File: src/common/slice_pkg.sv
// Shared constants and types for the logic slice model.
package slice_pkg;

	// ==========================================================
	// Lookup table geometry
	localparam int   LUT_INPUTS   = 4;
	localparam int   LUT_SIZE     = 16;

	// ==========================================================
	// Reset values of the slice state
	localparam logic CLK_PREV_RST = 1'h0;
	localparam logic COMB_RST     = 1'h0;
	localparam logic ELEM_RST     = 1'h0;

	// ==========================================================
	// Storage element operating modes
	typedef enum logic [0:0] {
		MODE_FLOP  = 1'b0,
		MODE_LATCH = 1'b1
	} storage_mode_e;

	typedef enum logic [0:0] {
		SR_SYNC  = 1'b0,
		SR_ASYNC = 1'b1
	} sr_timing_e;

endpackage

File: src/common/slice_ctl_if.sv
// Shared control bundle from the slice to its two storage elements.
`timescale 1ns/1ns
interface slice_ctl_if;
	import slice_pkg::*;
	logic          clk_rise;
	logic          gate;
	logic          enable;
	logic          set_reset;
	logic          reverse;
	logic          global_init;
	storage_mode_e mode;
	sr_timing_e    sr_timing;

	modport drive (
		output clk_rise, gate, enable, set_reset, reverse, global_init, mode, sr_timing
	);
	modport take (
		input  clk_rise, gate, enable, set_reset, reverse, global_init, mode, sr_timing
	);
endinterface

File: src/hw/logic_slice.sv
// Logic slice: two lookup tables, two wide muxes and two storage elements.
`timescale 1ns/1ns
// Functional notes
// - Each of two tables maps four inputs to one output, any function.
// - Lower wide mux picks between the two table outputs of this slice.
// - Upper wide mux picks between two wide-mux results fed in from outside.
// - Each storage element works as an edge flip-flop or a transparent latch.
// - Each element's data is its combinational output or its bypass input.
// - Flop captures on rising edge with enable high and no force; else holds.
// - Latch follows data while gate and gate enable high; holds otherwise.
// - Synchronous force-high sets a flop at the edge, a latch at once.
// - Synchronous force-low beats synchronous force-high.
// - Asynchronous force-low beats asynchronous force-high.
// - Clock, enable and forces are shared by both elements.
// - Set/reset drives high with the high attribute, low with the low one.
// - Set/reset timing is sync or async per slice; reverse follows it.
// - Reverse, from the upper bypass, drives the opposite state; reset wins.
// - Elements initialise at power-up, configuration, global init, set/reset, reverse.
// - Global init is active high, invertible; loads separate initial values.
// - By default the initial value follows the set/reset attribute choice.
// - Every element control has selectable polarity; active high by default.
// - Clock, enable, set/reset and both bypass inputs have selectable polarity.
module logic_slice
	import slice_pkg::*;
#(
	parameter int TABLE_INPUTS = LUT_INPUTS,
	parameter int TABLE_SIZE   = LUT_SIZE
) (
	// Clock and reset
	input  wire logic                    mclk_in,
	input  wire logic                    resetn_in,
	// Lookup table inputs and contents
	input  wire logic [TABLE_INPUTS-1:0] lower_table_inputs_in,
	input  wire logic [TABLE_INPUTS-1:0] upper_table_inputs_in,
	input  wire logic [TABLE_SIZE-1:0]   lower_table_init_in,
	input  wire logic [TABLE_SIZE-1:0]   upper_table_init_in,
	// Bypass and wide-function inputs
	input  wire logic                    lower_bypass_input_in,
	input  wire logic                    upper_bypass_input_in,
	input  wire logic                    upper_wide_a_in,
	input  wire logic                    upper_wide_b_in,
	// Shared storage controls
	input  wire logic                    slice_clock_in,
	input  wire logic                    clock_enable_in,
	input  wire logic                    set_reset_input_in,
	input  wire logic                    global_init_in,
	// Control polarity, high inverts
	input  wire logic                    invert_clock_in,
	input  wire logic                    invert_enable_in,
	input  wire logic                    invert_set_reset_in,
	input  wire logic                    invert_lower_bypass_in,
	input  wire logic                    invert_upper_bypass_in,
	input  wire logic                    invert_global_init_in,
	// Slice configuration
	input  wire logic                    latch_mode_in,
	input  wire logic                    sr_async_in,
	input  wire logic                    reverse_enable_in,
	input  wire logic                    lower_data_from_bypass_in,
	input  wire logic                    upper_data_from_bypass_in,
	input  wire logic                    lower_init_high_attr_in,
	input  wire logic                    upper_init_high_attr_in,
	input  wire logic                    init_override_in,
	input  wire logic                    lower_powerup_high_value_in,
	input  wire logic                    upper_powerup_high_value_in,
	// Slice outputs
	output logic                         lower_comb_out,
	output logic                         upper_comb_out,
	output logic                         lower_wide_mux_out,
	output logic                         upper_wide_mux_out,
	output logic                         lower_q_out,
	output logic                         upper_q_out
);

	typedef struct packed {
		logic clk_prev;
		logic lower_comb;
		logic upper_comb;
		logic lower_wide;
		logic upper_wide;
	} slice_state_s;

	slice_state_s state_q;
	slice_state_s state_d;
	slice_ctl_if  ctl ();

	logic clk_lvl;
	logic bx_lvl;
	logic by_lvl;
	logic lower_table_out;
	logic upper_table_out;
	logic lower_elem_d;
	logic upper_elem_d;
	logic lower_pv;
	logic upper_pv;

	// ==========================================================
	// Polarity of control inputs
	always_comb begin
		clk_lvl = slice_clock_in ^ invert_clock_in;
		bx_lvl  = lower_bypass_input_in ^ invert_lower_bypass_in;
		by_lvl  = upper_bypass_input_in ^ invert_upper_bypass_in;
	end

	// ==========================================================
	// Shared controls for both elements
	always_comb begin
		ctl.clk_rise    = clk_lvl & ~state_q.clk_prev;
		ctl.gate        = clk_lvl;
		ctl.enable      = clock_enable_in ^ invert_enable_in;
		ctl.set_reset   = set_reset_input_in ^ invert_set_reset_in;
		ctl.reverse     = reverse_enable_in & by_lvl;
		ctl.global_init = global_init_in ^ invert_global_init_in;
		ctl.mode        = latch_mode_in ? MODE_LATCH : MODE_FLOP;
		ctl.sr_timing   = sr_async_in ? SR_ASYNC : SR_SYNC;
	end

	// ==========================================================
	// Lookup tables and data selectors
	always_comb begin
		lower_table_out = lower_table_init_in[lower_table_inputs_in];
		upper_table_out = upper_table_init_in[upper_table_inputs_in];
		lower_elem_d    = lower_data_from_bypass_in ? bx_lvl : lower_table_out;
		upper_elem_d    = upper_data_from_bypass_in ? by_lvl : upper_table_out;
		// Unless overridden, the initial value tracks the set/reset attribute.
		lower_pv        = init_override_in ? lower_powerup_high_value_in : lower_init_high_attr_in;
		upper_pv        = init_override_in ? upper_powerup_high_value_in : upper_init_high_attr_in;
	end

	// ==========================================================
	// Next state of the slice registers
	always_comb begin
		state_d            = state_q;
		state_d.clk_prev   = clk_lvl;
		state_d.lower_comb = lower_table_out;
		state_d.upper_comb = upper_table_out;
		// Bypass high picks the lower table, low the upper one.
		state_d.lower_wide = bx_lvl ? lower_table_out : upper_table_out;
		// Upper bypass high picks feed A, low picks feed B.
		state_d.upper_wide = by_lvl ? upper_wide_a_in : upper_wide_b_in;
	end

	always_ff @(posedge mclk_in) begin
		if (!resetn_in) begin
			state_q.clk_prev   <= CLK_PREV_RST;
			state_q.lower_comb <= COMB_RST;
			state_q.upper_comb <= COMB_RST;
			state_q.lower_wide <= COMB_RST;
			state_q.upper_wide <= COMB_RST;
		end else begin
			state_q <= state_d;
		end
	end

	assign lower_comb_out     = state_q.lower_comb;
	assign upper_comb_out     = state_q.upper_comb;
	assign lower_wide_mux_out = state_q.lower_wide;
	assign upper_wide_mux_out = state_q.upper_wide;

	// ==========================================================
	// Storage elements
	storage_element lower_storage_element (
		.mclk_in           (mclk_in),
		.resetn_in         (resetn_in),
		.ctl               (ctl),
		.d_in              (lower_elem_d),
		.init_high_attr_in (lower_init_high_attr_in),
		.powerup_value_in  (lower_pv),
		.q_out             (lower_q_out)
	);

	storage_element upper_storage_element (
		.mclk_in           (mclk_in),
		.resetn_in         (resetn_in),
		.ctl               (ctl),
		.d_in              (upper_elem_d),
		.init_high_attr_in (upper_init_high_attr_in),
		.powerup_value_in  (upper_pv),
		.q_out             (upper_q_out)
	);

	// ==========================================================
	// Checks
	a_lower_table: assert property (@(posedge mclk_in) disable iff (!resetn_in)
		1'b1 |=> (lower_comb_out == $past(lower_table_init_in[lower_table_inputs_in])))
		else $error("lower table output wrong");
	a_upper_table: assert property (@(posedge mclk_in) disable iff (!resetn_in)
		1'b1 |=> (upper_comb_out == $past(upper_table_init_in[upper_table_inputs_in])))
		else $error("upper table output wrong");
	a_lower_wide: assert property (@(posedge mclk_in) disable iff (!resetn_in)
		(bx_lvl == 1'b0) |=> (lower_wide_mux_out == $past(upper_table_out)))
		else $error("lower wide mux picked the wrong table");
	a_upper_wide: assert property (@(posedge mclk_in) disable iff (!resetn_in)
		(by_lvl == 1'b1) |=> (upper_wide_mux_out == $past(upper_wide_a_in)))
		else $error("upper wide mux picked the wrong feed");
	a_shared_edge: assert property (@(posedge mclk_in) disable iff (!resetn_in)
		(ctl.mode == MODE_FLOP && ctl.clk_rise && ctl.enable && !ctl.global_init
			&& !ctl.set_reset && !ctl.reverse && lower_data_from_bypass_in
			&& upper_data_from_bypass_in && reverse_enable_in == 1'b0)
			|=> (lower_q_out == $past(bx_lvl)) && (upper_q_out == $past(by_lvl)))
		else $error("elements did not capture on the shared edge");
	a_sync_edge: assert property (@(posedge mclk_in) disable iff (!resetn_in)
		(ctl.mode == MODE_FLOP && ctl.sr_timing == SR_SYNC && ctl.clk_rise
			&& ctl.set_reset && !ctl.reverse && !ctl.global_init)
			|=> (lower_q_out == $past(lower_init_high_attr_in)))
		else $error("synchronous set/reset missed the edge");

	// ==========================================================
	// Checks of the wide muxes and the initial values
	a_lower_wide_high: assert property (@(posedge mclk_in) disable iff (!resetn_in)
		(bx_lvl == 1'h1) |=> (lower_wide_mux_out == $past(lower_table_out)))
		else $error("lower wide mux missed the lower table");

	a_upper_wide_low: assert property (@(posedge mclk_in) disable iff (!resetn_in)
		(by_lvl == 1'h0) |=> (upper_wide_mux_out == $past(upper_wide_b_in)))
		else $error("upper wide mux missed feed B");

	// Without the override each initial value follows its set/reset attribute.
	a_lower_init_attr: assert property (@(posedge mclk_in) disable iff (!resetn_in)
		(ctl.global_init && !init_override_in)
			|=> (lower_q_out == $past(lower_init_high_attr_in)))
		else $error("lower initial value ignored its attribute");

	a_upper_init_attr: assert property (@(posedge mclk_in) disable iff (!resetn_in)
		(ctl.global_init && !init_override_in)
			|=> (upper_q_out == $past(upper_init_high_attr_in)))
		else $error("upper initial value ignored its attribute");

	// With the override the separate initial-value inputs take over.
	a_lower_init_over: assert property (@(posedge mclk_in) disable iff (!resetn_in)
		(ctl.global_init && init_override_in)
			|=> (lower_q_out == $past(lower_powerup_high_value_in)))
		else $error("lower override initial value not loaded");

	a_upper_init_over: assert property (@(posedge mclk_in) disable iff (!resetn_in)
		(ctl.global_init && init_override_in)
			|=> (upper_q_out == $past(upper_powerup_high_value_in)))
		else $error("upper override initial value not loaded");

	// An inverted global init that is held high must leave both elements alone.
	a_init_inverted: assert property (@(posedge mclk_in) disable iff (!resetn_in)
		(global_init_in && invert_global_init_in && ctl.mode == MODE_FLOP
			&& ctl.sr_timing == SR_SYNC && !ctl.clk_rise)
			|=> ($stable(lower_q_out) && $stable(upper_q_out)))
		else $error("inverted global init still loaded a value");

	// ==========================================================
	// Checks of the forces, data captures and holds on both elements
	a_upper_sync_edge: assert property (@(posedge mclk_in) disable iff (!resetn_in)
		(ctl.mode == MODE_FLOP && ctl.sr_timing == SR_SYNC && ctl.clk_rise
			&& ctl.set_reset && !ctl.reverse && !ctl.global_init)
			|=> (upper_q_out == $past(upper_init_high_attr_in)))
		else $error("upper synchronous set/reset missed the edge");

	// Set/reset and reverse together always leave the low state.
	a_sync_both_low: assert property (@(posedge mclk_in) disable iff (!resetn_in)
		(ctl.mode == MODE_FLOP && ctl.sr_timing == SR_SYNC && ctl.clk_rise
			&& ctl.set_reset && ctl.reverse && !ctl.global_init)
			|=> (!lower_q_out && !upper_q_out))
		else $error("synchronous force-low did not win");

	a_async_both_low: assert property (@(posedge mclk_in) disable iff (!resetn_in)
		(ctl.sr_timing == SR_ASYNC && ctl.set_reset && ctl.reverse && !ctl.global_init)
			|=> (!lower_q_out && !upper_q_out))
		else $error("asynchronous force-low did not win");

	a_async_pair_set: assert property (@(posedge mclk_in) disable iff (!resetn_in)
		(ctl.sr_timing == SR_ASYNC && ctl.set_reset && !ctl.reverse && !ctl.global_init)
			|=> (lower_q_out == $past(lower_init_high_attr_in))
			&& (upper_q_out == $past(upper_init_high_attr_in)))
		else $error("asynchronous set/reset gave the wrong states");

	a_reverse_opposite: assert property (@(posedge mclk_in) disable iff (!resetn_in)
		(ctl.sr_timing == SR_ASYNC && ctl.reverse && !ctl.set_reset && !ctl.global_init)
			|=> (lower_q_out != $past(lower_init_high_attr_in))
			&& (upper_q_out != $past(upper_init_high_attr_in)))
		else $error("reverse did not give the opposite states");

	// A latch takes a force at once, with no slice clock edge.
	a_latch_set_now: assert property (@(posedge mclk_in) disable iff (!resetn_in)
		(ctl.mode == MODE_LATCH && ctl.set_reset && !ctl.reverse && !ctl.global_init)
			|=> (lower_q_out == $past(lower_init_high_attr_in))
			&& (upper_q_out == $past(upper_init_high_attr_in)))
		else $error("latch force did not act at once");

	a_latch_lower_data: assert property (@(posedge mclk_in) disable iff (!resetn_in)
		(ctl.mode == MODE_LATCH && ctl.gate && ctl.enable && !ctl.set_reset && !ctl.reverse
			&& !ctl.global_init && lower_data_from_bypass_in) |=> (lower_q_out == $past(bx_lvl)))
		else $error("open lower latch did not follow its bypass");

	a_flop_upper_table: assert property (@(posedge mclk_in) disable iff (!resetn_in)
		(ctl.mode == MODE_FLOP && ctl.clk_rise && ctl.enable && !ctl.set_reset && !ctl.reverse
			&& !ctl.global_init && !upper_data_from_bypass_in)
			|=> (upper_q_out == $past(upper_table_out)))
		else $error("upper flop did not capture its table output");

	// Both elements hold together, since they share one enable and one gate.
	a_flop_pair_hold: assert property (@(posedge mclk_in) disable iff (!resetn_in)
		(ctl.mode == MODE_FLOP && !ctl.enable && !ctl.set_reset && !ctl.reverse && !ctl.global_init)
			|=> ($stable(lower_q_out) && $stable(upper_q_out)))
		else $error("a flop changed with the shared enable low");

	a_latch_pair_hold: assert property (@(posedge mclk_in) disable iff (!resetn_in)
		(ctl.mode == MODE_LATCH && !(ctl.gate && ctl.enable) && !ctl.set_reset && !ctl.reverse
			&& !ctl.global_init) |=> ($stable(lower_q_out) && $stable(upper_q_out)))
		else $error("a closed latch changed");

endmodule

File: src/hw/storage_element.sv
// One slice storage element: flip-flop or transparent latch with forces.
`timescale 1ns/1ns
module storage_element
	import slice_pkg::*;
(
	// Clock and reset
	input  wire logic  mclk_in,
	input  wire logic  resetn_in,
	// Shared slice controls
	slice_ctl_if.take  ctl,
	// Per-element data and attributes
	input  wire logic  d_in,
	input  wire logic  init_high_attr_in,
	input  wire logic  powerup_value_in,
	output logic       q_out
);

	typedef struct packed {
		logic q;
	} elem_state_s;

	elem_state_s state_q;
	elem_state_s state_d;
	logic        force_low;
	logic        force_high;
	logic        force_now;

	// ==========================================================
	// Next state
	always_comb begin
		state_d    = state_q;
		// Set/reset drives the attribute state, reverse the opposite one.
		force_low  = (ctl.set_reset & ~init_high_attr_in) | (ctl.reverse & init_high_attr_in);
		force_high = (ctl.set_reset & init_high_attr_in) | (ctl.reverse & ~init_high_attr_in);
		// Forces act at once when asynchronous or in latch mode, else on the edge.
		force_now  = (ctl.sr_timing == SR_ASYNC) || (ctl.mode == MODE_LATCH) || ctl.clk_rise;
		if (ctl.global_init) begin
			state_d.q = powerup_value_in;
		end else if (force_now && force_low) begin
			state_d.q = 1'b0;
		end else if (force_now && force_high) begin
			state_d.q = 1'b1;
		end else begin
			case (ctl.mode)
				MODE_FLOP: begin
					if (ctl.clk_rise && ctl.enable) begin
						state_d.q = d_in;
					end
				end
				MODE_LATCH: begin
					if (ctl.gate && ctl.enable) begin
						state_d.q = d_in;
					end
				end
				default: begin
					state_d.q = state_q.q;
				end
			endcase
		end
	end

	// ==========================================================
	// State register; reset stands for power-up and configuration.
	always_ff @(posedge mclk_in) begin
		if (!resetn_in) begin
			state_q.q <= ELEM_RST;
		end else begin
			state_q <= state_d;
		end
	end

	assign q_out = state_q.q;

	// ==========================================================
	// Checks
	a_ff_capture: assert property (@(posedge mclk_in) disable iff (!resetn_in)
		(ctl.mode == MODE_FLOP && ctl.clk_rise && ctl.enable && !ctl.global_init
			&& !ctl.set_reset && !ctl.reverse) |=> (q_out == $past(d_in)))
		else $error("flop did not capture data");
	a_ff_hold: assert property (@(posedge mclk_in) disable iff (!resetn_in)
		(ctl.mode == MODE_FLOP && !ctl.enable && !ctl.global_init
			&& !ctl.set_reset && !ctl.reverse) |=> $stable(q_out))
		else $error("flop changed with enable low");
	a_latch_follow: assert property (@(posedge mclk_in) disable iff (!resetn_in)
		(ctl.mode == MODE_LATCH && ctl.gate && ctl.enable && !ctl.global_init
			&& !ctl.set_reset && !ctl.reverse) |=> (q_out == $past(d_in)))
		else $error("open latch did not follow data");
	a_latch_hold: assert property (@(posedge mclk_in) disable iff (!resetn_in)
		(ctl.mode == MODE_LATCH && !(ctl.gate && ctl.enable) && !ctl.global_init
			&& !ctl.set_reset && !ctl.reverse) |=> $stable(q_out))
		else $error("closed latch changed");
	a_sync_wait: assert property (@(posedge mclk_in) disable iff (!resetn_in)
		(ctl.mode == MODE_FLOP && ctl.sr_timing == SR_SYNC && !ctl.clk_rise
			&& !ctl.global_init) |=> $stable(q_out))
		else $error("synchronous flop changed without an edge");
	a_force_low_wins: assert property (@(posedge mclk_in) disable iff (!resetn_in)
		(ctl.set_reset && ctl.reverse && ctl.sr_timing == SR_ASYNC && !ctl.global_init)
			|=> !q_out)
		else $error("reset condition did not win");
	a_sr_state: assert property (@(posedge mclk_in) disable iff (!resetn_in)
		(ctl.set_reset && !ctl.reverse && ctl.sr_timing == SR_ASYNC && !ctl.global_init)
			|=> (q_out == $past(init_high_attr_in)))
		else $error("set/reset gave the wrong state");
	a_global_init: assert property (@(posedge mclk_in) disable iff (!resetn_in)
		ctl.global_init |=> (q_out == $past(powerup_value_in)))
		else $error("global init did not load the initial value");

endmodule

File: config.mk
export PLATFORM = sky130hd
export DESIGN_NAME = logic_slice
export DESIGN_NICKNAME = d
export VERILOG_FILES = /design/src/common/slice_pkg.sv /design/src/common/slice_ctl_if.sv /design/src/hw/logic_slice.sv /design/src/hw/storage_element.sv
export SDC_FILE = /design/constraint.sdc
export NUM_CORES = 1
export LEC_CHECK = 0
export BUFFER_PORTS_ARGS = -buffer_cell sky130_fd_sc_hd__buf_2
export CAP_MARGIN = 20
export CORE_MARGIN = 8
export CORE_UTILIZATION = 38
export CTS_CLUSTER_DIAMETER = 30
export DETAILED_ROUTE_END_ITERATION = 16
export GPL_TIMING_DRIVEN = 1
export PLACE_DENSITY = 0.93
export SLEW_MARGIN = 5
export SYNTH_ARGS = -nofsm -noshare
export SYNTH_HDL_FRONTEND = slang
export SYNTH_HIERARCHICAL = 1
export SYNTH_SLANG_ARGS = --single-unit
File: constraint.sdc
create_clock -name mclk_in -period 4.1 [get_ports mclk_in]
set_clock_uncertainty 0.1 [all_clocks]
set_input_delay 0.615 -clock mclk_in [delete_from_list [all_inputs] [get_ports mclk_in]]
set_output_delay 0.615 -clock mclk_in [all_outputs]
set_load 0.02 [all_outputs]
==> flow_summary.ini <==
[cts]
holdBufCountCts = 0
cts-root-buf = clkbuf_4
cts.repair.resized = 0
cts_sinks = 7
numCtsBuffers = 3
cts_tree = built
insertion_delay_ns = 0.24
ctsHtreeMaxLevel = 1
cts_setup_buffers = 0
clk_pin_slew_ns = 0.05
clk_path_buf_depth = 2

[power]
p_leak_nw = 0.581
clock_power_share_pct = 23.9
pwr_density_cell_nw_per_um2 = 227
internal_power_uw = 177
swShare_pct = 31.0
p_comb_share_pct = 45.6
power_frac_seq_pct = 30.4
peakVddDrop_mv = 0.109
switching_power_uw = 79.6

[synth]
ys_warn_count = 6
syn_avg_cell_area_um2 = 10.9
synth_top_area_share_pct = 19.5
yosys.area.top_type = dfxtp_1
syn_nets = 132
yosys-top-cells-area = dfxtp_1, mux4_1, mux4_2
async_reset_ff_share_pct = 0
postSynthCellCount = 66
synth_ff_type = dfxtp_1
synth_commonest_cells = dfxtp_1, mux2i_1, xor2_1
ys_ff_latch = 7
yosysSeqAreaShare_pct = 19.5
synth_edf_count = 0
syn_area_um2 = 719
synth_cell_types = 22

[timing]
max-slew-margin-rel_pct = 72.4
slew_violations = 0
max_freq_mhz = 424
rsz0062_at_grt = no
fin_setup_tns_ns = 0
setup_viol = 0
finalCritPeriodShare_pct = 57.5
layout_min_cycle_time_ns = 2.36
worst_pin_slew_ns = 0.413
hold_viol = 0

[floorplanning]
start_util_pct = 41.2
die_h_um = 59.5
boundaryPins = 72
die_area_um2 = 3540
rows = 15
die_width_um = 59.5
core_um2 = 1750

[setup_path]
critPathMaxFanout = 4
cp-start-kind = input port
worstPathArrival_ns = 2.38
crit_type = input port to register
end_kind = register
crit_required_ns = 4.12

[final_layout]
area_growth_pct = 57.4
antenna_cells = 0
fin_area_um2 = 1130
fin_nets = 208
finalCoreUtilization_pct = 64.9
drive_above_1_share_pct = 60.3

[worst_hold_path]
hp-class = register to register

[drt]
drc = 0
ant_nets = 0
via_per_inst = 5.17
routedWlPerCell_um = 15.4
dr.first_iter.drc_count = 38
wirelength_um = 2560
vias = 859
firstDrtPassIters = 4

[placement]
gp_congestion = 0.826
dp_hpwl_um = 2340
post_dp_cell_area_um2 = 1110
io_buffers = 71

[global_routing]
grt.total_usage_pct = 14.7
grt_antenna_before_repair = 0
grt_pass1_vias = 993
grt_pass1_wl_um = 4020
gr-total-overflow = 0
grt_max_degree = 7

[outcome]
outcome = complete, no violations

[flow_run]
drv_cap = 0
## worst paths after layout
path / from / endpoint / slack [ns] / cells past startpoint
max reg2reg: state_q[4] / upper_storage_element/q_out / 2.60 / 5
max: lower_table_inputs_in[0] / lower_storage_element/q_out / 1.74 / 8
min reg2reg: upper_storage_element/q_out / upper_storage_element/q_out / 0.45 / 2
min: upper_storage_element/q_out / upper_storage_element/q_out / 0.45 / 2
## cell families after synthesis
| group | synth area share [%] |
|---|---|
| flops | 19.5 |
| buf+inv | 0.521 |
| xor+xnor | 7.30 |
| mux | 47.8 |
| simple gates | 16.0 |
| compound gates | 8.87 |
## worst max-delay path, stage by stage
cell and delay (ns):
buf_2 0.14, mux4_1 0.57, mux2_2 0.30, mux2i_4 0.17, o21ai_1 0.08, nor4b_1 0.30
or3_1 0.15, a21oi_1 0.05
## per-stage QoR
stage | setup slack [ns] | hold WS (ns) | power [mW] | std cells
after floorplan | 1.81 | 0.553 | 0.146 | 66
after global placement | 1.61 | 0.414 | 0.193 | 162
after detailed placement | 1.49 | 0.429 | 0.197 | 162
after CTS | 1.75 | 0.441 | 0.260 | 166
after global routing | 1.60 | 0.483 | 0.278 | 166
final | 1.74 | 0.446 | 0.257 | 166
## cell usage in the layout (no fill, tap or decap), types with 3 or more instances in the layout
cell type and n:
buf_2 71, clkbuf_4 3, dfxtp_1 7, mux2_2 5
mux2i_1 7, mux4_1 4, mux4_2 4, nand2_1 5
nor2_1 5, nor2b_1 3, xor2_1 6
## state kept, by name, summed over array words and instances, names as in the netlist
signal                       flops
state_q                          1
upper_wide_mux_out               1
lower_comb_out                   1
lower_storage_element/q_out      1
upper_storage_element/q_out      1
upper_comb_out                   1
lower_wide_mux_out               1
## metal layers
| layer | GRT usage, % | vias up | part of all wire [%] |
|---|---|---|---|
| met5 | 0 | - | 0 |
| met4 | 3.06 | 0 | 0.16 |
| met3 | 11.9 | 2 | 20 |
| met2 | 27.9 | 63 | 49 |
| met1 | 10.9 | 379 | 31 |
| li1 | - | 415 | - |
## power by group through the flow
stage | sequential (mW) | combinational (mW) | clock [mW]
floorplan | 0.0881 | 0.0576 | 0
global placement | 0.0791 | 0.114 | 0
detailed placement | 0.0794 | 0.118 | 0
CTS | 0.0782 | 0.118 | 0.0639
global route | 0.0788 | 0.129 | 0.0703
finish | 0.0781 | 0.117 | 0.0615
## cell type report
cell class | instances | area [µm²]
inverters | 1 | 3.75
repair buffers | 71 | 355
clock buffers | 4 | 26.3
multi-input cells | 58 | 576
flip-flops and latches | 7 | 140
fillers | 172 | 613
well taps | 25 | 31.3
Power figures use the tool's default switching activity.
